**config.mk**
```make
export PLATFORM = sky130hd
export DESIGN_NAME = pms_power_mode_sequencer
export DESIGN_NICKNAME = d
export VERILOG_FILES = /design/src/hdl/pms_pkg.sv /design/src/hdl/pms_sync.sv /design/src/hdl/pms_power_mode_sequencer.sv
export VERILOG_INCLUDE_DIRS = /design/src /design/src/hdl
export SDC_FILE = /design/constraint.sdc
export NUM_CORES = 1
export LEC_CHECK = 0
export BUFFER_PORTS_ARGS = -buffer_cell sky130_fd_sc_hd__clkbuf_2
export CAP_MARGIN = 30
export CORE_MARGIN = 8
export CORE_UTILIZATION = 52
export DETAILED_ROUTE_END_ITERATION = 10
export PLACE_DENSITY = 0.85
export SLEW_MARGIN = 0
export SYNTH_ARGS = -nofsm -noshare
export SYNTH_HDL_FRONTEND = slang
export SYNTH_HIERARCHICAL = 1
export SYNTH_SLANG_ARGS = --single-unit
```
**constraint.sdc**
```tcl
create_clock -name clk -period 4.8 [get_ports clk]
set_clock_uncertainty 0.2 [all_clocks]
set_input_delay 0.48 -clock clk [delete_from_list [all_inputs] [get_ports clk]]
set_output_delay 0.48 -clock clk [all_outputs]
set_load 0.005 [all_outputs]
```
**src/hdl/pms_regs.svh**
```systemverilog
// Register offsets, field positions and reset values of the power-mode sequencer.
// Assumes a 12-bit APB byte address; each register takes one aligned 32-bit word.
`ifndef PMS_REGS_SVH
`define PMS_REGS_SVH

`define PMS_ADDR_WIDTH 12
`define PMS_PLL_CONTROL_OFFSET 12'h000
`define PMS_REGULATOR_CONTROL_OFFSET 12'h004
`define PMS_STATUS_OFFSET 12'h008
`define PMS_WAKE_CONFIG_OFFSET 12'h00c

`define PMS_PLL_DISABLE_BIT 0
`define PMS_PLL_BYPASS_BIT 1
`define PMS_PLL_SLEEP_CMD_BIT 2
`define PMS_PLL_DEEP_SLEEP_CMD_BIT 3
`define PMS_PLL_MULT_LSB 8
`define PMS_PLL_MULT_MSB 13
`define PMS_PLL_MULT_RESET 6'h0a

`define PMS_REG_REGULATOR_FREQUENCY_FIELD_LSB 0
`define PMS_REG_REGULATOR_FREQUENCY_FIELD_MSB 1
`define PMS_REG_REGULATOR_FREQUENCY_FIELD_RESET 2'h3
`define PMS_REG_REGULATOR_FREQUENCY_FIELD_HIBERNATE 2'h0

`define PMS_WAKE_CAN_UNUSED_BIT 0
`define PMS_WAKE_MAC_UNUSED_BIT 1

`define PMS_STATUS_STATE_LSB 0
`define PMS_STATUS_STATE_MSB 2
`define PMS_STATUS_MULT_LSB 8
`define PMS_STATUS_MULT_MSB 13

`endif

```
**src/hdl/pms_pkg.sv**
```systemverilog
// Types shared by the power-mode sequencer and its bench.
// Assumes nothing of its surroundings.
package pms_pkg;

  typedef enum logic [2:0] {
    pms_full_on = 3'b000,
    pms_active = 3'b001,
    pms_sleep = 3'b010,
    pms_deep_sleep = 3'b011,
    pms_hibernate = 3'b100
  } pms_state_type;

  typedef struct packed {
    logic psel;
    logic penable;
    logic pwrite;
    logic [11:0] paddr;
    logic [31:0] pwdata;
  } pms_apb_req_type;

  typedef struct packed {
    logic [31:0] prdata;
    logic pready;
    logic pslverr;
  } pms_apb_rsp_type;

  typedef struct packed {
    logic rtc;
    logic can;
    logic media_ring_mac;
    logic network_receive_activity_pin;
    logic general;
  } pms_wake_type;

  typedef struct packed {
    logic core_clock_enable;
    logic system_clock_enable;
    logic pll_enable;
    logic pll_bypass;
    logic core_regulator_on;
    logic pins_high_z;
    logic l1_dma_allow;
    logic async_access_block;
    logic [5:0] multiplier;
  } pms_clock_ctrl_type;

endpackage

```
**src/hdl/pms_sync.sv**
```systemverilog
// Three-flop synchroniser for asynchronous wake pins, one chain per bit.
// Assumes the inputs are levels from outside the clock domain.
`timescale 1ns/1ps
`default_nettype none

module pms_sync #(
  parameter int WIDTH = 5
) (
  input wire logic clk,
  input wire logic reset,
  input wire logic [WIDTH-1:0] async_in,
  output logic [WIDTH-1:0] sync_out
);

  logic [WIDTH-1:0] stage1;
  logic [WIDTH-1:0] stage2;
  logic [WIDTH-1:0] stage3;

  genvar i;
  generate
    for (i = 0; i < WIDTH; i = i + 1) begin : g_bit
      // The output moves only once the second and third stages agree
      always_ff @(posedge clk) begin
        if (reset) begin
          stage1[i] <= 1'b0;
          stage2[i] <= 1'b0;
          stage3[i] <= 1'b0;
          sync_out[i] <= 1'b0;
        end else begin
          stage1[i] <= async_in[i];
          stage2[i] <= stage1[i];
          stage3[i] <= stage2[i];
          if (stage2[i] == stage3[i]) begin
            sync_out[i] <= stage3[i];
          end
        end
      end
    end
  endgenerate

endmodule

`default_nettype wire

```
**src/hdl/pms_power_mode_sequencer.sv**
```systemverilog
// Power-mode sequencer: state machine, clock and regulator controls, APB registers.
// Assumes a free-running reference clock, a synchronous reset and raw wake pins.
// Function
// (RULE_01) Power-up enters full-on, PLL on, unbypassed
// (RULE_02) Active bypasses PLL, clocks at reference
// (RULE_03) Multiplier change applies on entering full-on
// (RULE_04) Software re-enables PLL before full-on or sleep
// (RULE_05) Sleep gates core clock, PLL, system run
// (RULE_06) Sleep wake picks full-on or active by bypass
// (RULE_07) No level-one DMA during sleep
// (RULE_08) Level-one DMA stays allowed in active
// (RULE_09) Deep sleep gates both clocks, narrow exits
// (RULE_10) Deep sleep: clock wake to active, reset full-on
// (RULE_11) Deep sleep blocks asynchronous peripheral accesses
// (RULE_12) Frequency field zero enters hibernate, supply off
// (RULE_13) Hibernate puts pins in high impedance
// (RULE_14) Hibernate wakes on clock, CAN, reset, ring
// (RULE_15) General wake allowed when CAN or MAC unused
// (RULE_16) Media ring MAC wakes from sleep
// (RULE_17) Every hibernate wake starts boot sequence
// (RULE_18) Wakes ignored in full-on and active
// (RULE_19) Current state readable as encoded value
`timescale 1ns/1ps
`default_nettype none
`include "pms_regs.svh"

module pms_power_mode_sequencer (
  input wire logic clk,
  input wire logic reset,
  input wire pms_pkg::pms_apb_req_type apb_req,
  output pms_pkg::pms_apb_rsp_type apb_rsp,
  input wire pms_pkg::pms_wake_type wake_pins,
  output pms_pkg::pms_clock_ctrl_type clock_ctrl,
  output pms_pkg::pms_state_type state_out,
  output logic boot_request
);
  import pms_pkg::*;

  pms_state_type state;
  pms_state_type next_state;
  pms_clock_ctrl_type next_clock_ctrl;
  pms_wake_type wake;
  logic [4:0] wake_sync;

  logic pll_disable;
  logic bypass;
  logic [5:0] mult_pending;
  logic [5:0] mult_active;
  logic [1:0] regulator_frequency_field;
  logic can_unused;
  logic mac_unused;
  logic [31:0] read_data;
  logic read_error;

  pms_sync #(
    .WIDTH(5)
  ) u_wake_sync (
    .clk(clk),
    .reset(reset),
    .async_in(wake_pins),
    .sync_out(wake_sync)
  );

  assign wake = wake_sync;

  // Bus decode
  wire setup = apb_req.psel & ~apb_req.penable;
  wire write_access = apb_req.psel & apb_req.penable & apb_req.pwrite;
  wire sel_pll = apb_req.paddr == `PMS_PLL_CONTROL_OFFSET;
  wire sel_regulator = apb_req.paddr == `PMS_REGULATOR_CONTROL_OFFSET;
  wire sel_status = apb_req.paddr == `PMS_STATUS_OFFSET;
  wire sel_wake = apb_req.paddr == `PMS_WAKE_CONFIG_OFFSET;
  wire mapped = sel_pll | sel_regulator | sel_status | sel_wake;
  wire powered = state != pms_hibernate;

  wire pll_write = write_access & sel_pll & powered;
  wire regulator_write = write_access & sel_regulator & powered;
  wire wake_write = write_access & sel_wake & powered;
  wire [31:0] wdata = apb_req.pwdata;
  wire run_state = (state == pms_full_on) | (state == pms_active);

  wire sleep_cmd = pll_write & wdata[`PMS_PLL_SLEEP_CMD_BIT] & run_state;
  wire deep_cmd = pll_write & wdata[`PMS_PLL_DEEP_SLEEP_CMD_BIT] & run_state;
  wire bypass_wr = wdata[`PMS_PLL_BYPASS_BIT];
  wire [1:0] regulator_frequency_field_wr = wdata[`PMS_REG_REGULATOR_FREQUENCY_FIELD_MSB:`PMS_REG_REGULATOR_FREQUENCY_FIELD_LSB];
  wire hibernate_cmd = regulator_write & (regulator_frequency_field_wr == `PMS_REG_REGULATOR_FREQUENCY_FIELD_HIBERNATE); // RULE_12

  // Wake qualification per state
  wire sleep_wake = wake.rtc | wake.can | wake.general | wake.network_receive_activity_pin
                    | wake.media_ring_mac; // RULE_16
  wire general_hib_wake = wake.general & (can_unused | mac_unused); // RULE_15
  wire hib_wake = wake.rtc | wake.can | wake.network_receive_activity_pin
                  | general_hib_wake; // RULE_14
  wire deep_wake = wake.rtc; // RULE_09
  wire leave_hibernate = (state == pms_hibernate) & hib_wake;
  wire rtc_from_deep = (state == pms_deep_sleep) & deep_wake;

  // Next register values
  wire next_pll_disable = pll_write ? wdata[`PMS_PLL_DISABLE_BIT] : pll_disable;
  wire next_bypass = rtc_from_deep ? 1'b1 : (pll_write ? bypass_wr : bypass);
  wire [5:0] next_mult_pending = pll_write ? wdata[`PMS_PLL_MULT_MSB:`PMS_PLL_MULT_LSB]
                                            : mult_pending;
  wire enter_full_on = (next_state == pms_full_on) & (state != pms_full_on);
  wire [5:0] next_mult_active = enter_full_on ? mult_pending : mult_active; // RULE_03
  wire [1:0] next_regulator_frequency_field = leave_hibernate ? `PMS_REG_REGULATOR_FREQUENCY_FIELD_RESET
                         : (regulator_write ? regulator_frequency_field_wr : regulator_frequency_field);
  wire next_can_unused = wake_write ? wdata[`PMS_WAKE_CAN_UNUSED_BIT] : can_unused;
  wire next_mac_unused = wake_write ? wdata[`PMS_WAKE_MAC_UNUSED_BIT] : mac_unused;
  wire next_boot_request = leave_hibernate; // RULE_17

  // Read data is captured in the setup cycle so the access phase needs no wait
  wire [31:0] pll_read = {18'h00000, mult_pending, 6'h00, bypass, pll_disable};
  wire [31:0] regulator_read = {30'h00000000, regulator_frequency_field};
  wire [31:0] status_read = {18'h00000, mult_active, 5'h00, state}; // RULE_19
  wire [31:0] wake_read = {30'h00000000, mac_unused, can_unused};
  wire [31:0] read_mux = sel_pll ? pll_read
                       : sel_regulator ? regulator_read
                       : sel_status ? status_read
                       : sel_wake ? wake_read
                       : 32'h00000000;
  wire [31:0] next_read_data = setup ? read_mux : read_data;
  wire next_read_error = setup ? ~mapped : read_error;

  // State transitions; hibernate entry outranks every other request
  always_comb begin
    next_state = state;
    if (hibernate_cmd) begin
      next_state = pms_hibernate;
    end else begin
      unique case (state)
        pms_full_on: begin
          // Wake pins are not looked at here
          if (deep_cmd) begin
            next_state = pms_deep_sleep;
          end else if (sleep_cmd) begin
            next_state = pms_sleep; // RULE_04
          end else if (pll_write & bypass_wr) begin
            next_state = pms_active;
          end // RULE_18
        end
        pms_active: begin
          if (deep_cmd) begin
            next_state = pms_deep_sleep;
          end else if (sleep_cmd) begin
            next_state = pms_sleep; // RULE_04
          end else if (pll_write & ~bypass_wr) begin
            next_state = pms_full_on; // RULE_04
          end // RULE_18
        end
        pms_sleep: begin
          if (sleep_wake) begin
            next_state = bypass ? pms_active : pms_full_on; // RULE_06
          end
        end
        pms_deep_sleep: begin
          if (deep_wake) begin
            next_state = pms_active; // RULE_10
          end
        end
        pms_hibernate: begin
          if (hib_wake) begin
            next_state = pms_full_on; // RULE_14
          end
        end
      endcase
    end
  end

  // Clock, supply and access controls follow the state being entered
  always_comb begin
    next_clock_ctrl = '0;
    next_clock_ctrl.multiplier = next_mult_active;
    unique case (next_state)
      pms_full_on: begin
        next_clock_ctrl.core_clock_enable = 1'b1; // RULE_01
        next_clock_ctrl.system_clock_enable = 1'b1;
        next_clock_ctrl.pll_enable = 1'b1;
        next_clock_ctrl.pll_bypass = 1'b0;
        next_clock_ctrl.core_regulator_on = 1'b1;
        next_clock_ctrl.l1_dma_allow = 1'b1;
      end
      pms_active: begin
        next_clock_ctrl.core_clock_enable = 1'b1; // RULE_02
        next_clock_ctrl.system_clock_enable = 1'b1;
        next_clock_ctrl.pll_enable = ~next_pll_disable;
        next_clock_ctrl.pll_bypass = 1'b1;
        next_clock_ctrl.core_regulator_on = 1'b1;
        next_clock_ctrl.l1_dma_allow = 1'b1; // RULE_08
      end
      pms_sleep: begin
        next_clock_ctrl.core_clock_enable = 1'b0; // RULE_05
        next_clock_ctrl.system_clock_enable = 1'b1;
        next_clock_ctrl.pll_enable = 1'b1;
        next_clock_ctrl.pll_bypass = next_bypass;
        next_clock_ctrl.core_regulator_on = 1'b1;
        next_clock_ctrl.l1_dma_allow = 1'b0; // RULE_07
      end
      pms_deep_sleep: begin
        next_clock_ctrl.core_clock_enable = 1'b0; // RULE_09
        next_clock_ctrl.system_clock_enable = 1'b0;
        next_clock_ctrl.core_regulator_on = 1'b1;
        next_clock_ctrl.async_access_block = 1'b1; // RULE_11
      end
      pms_hibernate: begin
        next_clock_ctrl.core_regulator_on = 1'b0; // RULE_12
        next_clock_ctrl.pins_high_z = 1'b1; // RULE_13
        next_clock_ctrl.async_access_block = 1'b1;
      end
    endcase
  end

  always_ff @(posedge clk) begin
    if (reset) begin
      state <= pms_full_on; // RULE_10
      pll_disable <= 1'b0;
      bypass <= 1'b0;
      mult_pending <= `PMS_PLL_MULT_RESET;
      mult_active <= `PMS_PLL_MULT_RESET;
      regulator_frequency_field <= `PMS_REG_REGULATOR_FREQUENCY_FIELD_RESET;
      can_unused <= 1'b0;
      mac_unused <= 1'b0;
      read_data <= 32'h00000000;
      read_error <= 1'b0;
      boot_request <= 1'b1;
    end else begin
      state <= next_state;
      pll_disable <= next_pll_disable;
      bypass <= next_bypass;
      mult_pending <= next_mult_pending;
      mult_active <= next_mult_active;
      regulator_frequency_field <= next_regulator_frequency_field;
      can_unused <= next_can_unused;
      mac_unused <= next_mac_unused;
      read_data <= next_read_data;
      read_error <= next_read_error;
      boot_request <= next_boot_request;
    end
  end

  // Reset value puts the sequencer in full-on with the default multiplier
  always_ff @(posedge clk) begin
    if (reset) begin
      clock_ctrl <= {1'b1, 1'b1, 1'b1, 1'b0, 1'b1, 1'b0, 1'b1, 1'b0, `PMS_PLL_MULT_RESET}; // RULE_01
    end else begin
      clock_ctrl <= next_clock_ctrl;
    end
  end

  assign state_out = state; // RULE_19
  assign apb_rsp.prdata = read_data;
  assign apb_rsp.pready = 1'b1;
  assign apb_rsp.pslverr = read_error & apb_req.psel & apb_req.penable;

endmodule

`default_nettype wire

```
==> metrics.csv <==
metric;value;unit
clockRootBuffer;clkbuf_8;
fmaxAchievable;327;MHz
whs;0.159;ns
synth_area_per_cell;9.24;um2
die_h;88.0;um
antenna_found_initial;0;
grt_max_degree;33;
routed_via_density;5.18;
crit_arrival;3.11;ns
final_cell_mix;59 x dfxtp_1, 59 x clkbuf_2, 29 x nand2_1;
switchingPower;0.219;mW
sw_frac_of_total;20.0;%
io_pins;106;
ctsHtreeMaxLevel;3;
vias;2197;
clock_power_share;49.6;%
dr.pass1.iters;4;
powerDensity;345;nW/um2
area_growth;17.5;%
synth_area;2700;um2
synth_cell_types;48;
worstSkewPairLatency;0.33;ns
cts_setup_buffers;0;
finalSetupTns;0;ns
detail-route-antenna-nets;0;
ys_seq_area_share;43.8;%
layout-drive-gt1-share;31.6;%
max_cap_violations;0;
cp.required;4.86;ns
postLayoutSetupSlackWorst;1.75;ns
grt_pass1_vias;2132;
die_w;88.0;um
routedWlPerCell;14.1;um
die_area;7750;um2
netlist_instances;292;
finalPower;1.09;mW
drt-initial-drc-count;201;
hold_viol_final;0;
p_int;0.875;mW
post_cts_resized;0;
rsz0062_at_grt;no;
seq_power_share;45.5;%
cts_hold_buffers;0;
ys.flop_type;dfxtp_1;
grt_pass1_wl;9440;um
initial_core_util;53.2;%
path_clk_slew;0.06;ns
fin_nets;403;
drcViolationCount;0;
synth_edf_count;0;
drt-total-wl;5960;um
cts_tree;done;
relSlewSlack;41.2;%
dp_hpwl;4380;um
track_usage;15.6;%
min_period_over_period;63.6;%
antenna_cells;0;
clock-sinks;59;
ir_drop;231;uV
yosysWarnings;6;
hold_path_class;primary input to flop;
setup_viol;0;
setup.worst_path.class;flop to flop;
maxSlewViolCount;0;
run_status;complete, no violations;
clockBufferDepth;2;
power.share.combinational;4.9;%
dp_slack;1.54;ns
tightestPinTransition;0.873;ns
overflow;0;
finalCriticalPeriod;3.05;ns
async_reset_ff_share;0;%
critPathCaptureType;flop;
leakage;1.32;nW
io_buffer_count;59;
ys_seq_elements;59;
core-area;5070;um2
cts_made_buffers;9;
start_kind;flop;
gp_congestion;0.903;
critPathMaxFanout;14;
rows;26;
==> cells in the mapped netlist (2+ instances only) <==
cell type  instances  share of area, %
conb_1             2              0.28
and3_1             2              0.46
a21o_1             2              0.56
nor3_1             4              0.74
or4_1              2              0.56
nor2_1            28               3.9
nor2b_4            2               1.0
buf_6              2              0.83
inv_1              4              0.56
o21ai_0           10               1.9
nand4_1            2              0.46
a22oi_1            6               1.7
nor2b_2           13               4.2
nand2_1           29               4.0
mux2_2             6               2.5
a31oi_1            3              0.70
a211oi_1           2              0.56
clkbuf_1          10               1.4
a21oi_2            5               1.6
nand3_1            7               1.3
nand3b_1           3              0.83
or4_4              2              0.83
nand2b_1          12               2.8
and2_1             4              0.93
buf_4             25               7.0
mux2i_1            8               3.0
a32oi_1            2              0.65
a21oi_1           12               2.2
nor3_2             2              0.74
mux4_2             2               1.7
nor4_1             4              0.93
dfxtp_1           59                44
==> metrics by stage <==
step	cell area, um2	std cells	util (%)
4_1_cts	3170	424	62.5
2_1_floorplan	2780	314	-
3_3_place_gp	2920	407	57.6
3_5_place_dp	2930	408	57.7
5_1_grt	3170	424	62.5
6_report	3170	424	62.5
==> cell families (layout without fill, tap and decap cells) <==
kind of cell / count (synthesis) / in the layout / share of synthesized area (%)
AO/OA/AOI/OAI: 51 / 51 / 12.6
buffers and inverters: 41 / 81 / 9.74
flip-flops: 59 / 59 / 43.8
multiplexers: 16 / 16 / 7.14
other: 2 / 24 / 0.278
AND/OR/NAND/NOR: 123 / 123 / 26.5
==> final timing paths <==
kind                               from                     to  slack, ns  cells after the start
hold / removal             wake_pins[4]  u_wake_sync/stage1[4]       0.16                      2
setup / recovery           state_out[2]          clock_ctrl[3]       1.75                      6
setup reg to reg           state_out[2]          clock_ctrl[3]       1.75                      6
hold reg to reg   u_wake_sync/stage1[2]  u_wake_sync/stage2[2]       0.23                      1
==> final cells by class <==
type,count,area (um2)
clock buffer,11,141
tap,70,87.6
sequential,59,1180
clock inverter,5,100
multi-input combinational,214,1340
timing repair buffer,61,308
inverter,4,15.0
fill,435,1900
==> power by group through the flow <==
stage	Clock, mW	Combinational [mW]	Sequential [mW]
after floorplan	0	0.0471	0.508
after global placement	0	0.0510	0.509
after detailed placement	0	0.0519	0.509
after CTS	0.552	0.0524	0.498
after global routing	0.577	0.0589	0.498
final	0.543	0.0533	0.498
==> critical path, stage by stage, from the launching register on <==
cell and delay, ns:
dfxtp_1 0.60, or3b_2 0.53, nand4_1 0.21, nor3_2 0.16
a211o_1 0.38, nor4b_4 0.64, mux2i_1 0.26
==> state kept, by name, indices dropped and copies added (netlist names), 2 cells and up <==
signal                     cells
u_wake_sync/sync_out           5
u_wake_sync/stage2             5
state_out                      3
clock_ctrl                    13
read_data                      9
u_wake_sync/stage1             5
u_wake_sync/stage3             5
mult_pending                   6
regulator_frequency_field      2
==> layer usage <==
layer	track usage, %	wire length [um]
met1	18.2	2420
met5	0	0
met4	10.3	131
met2	25.2	2850
met3	3.47	558
Note: power is estimated with default switching activity, not from simulation.
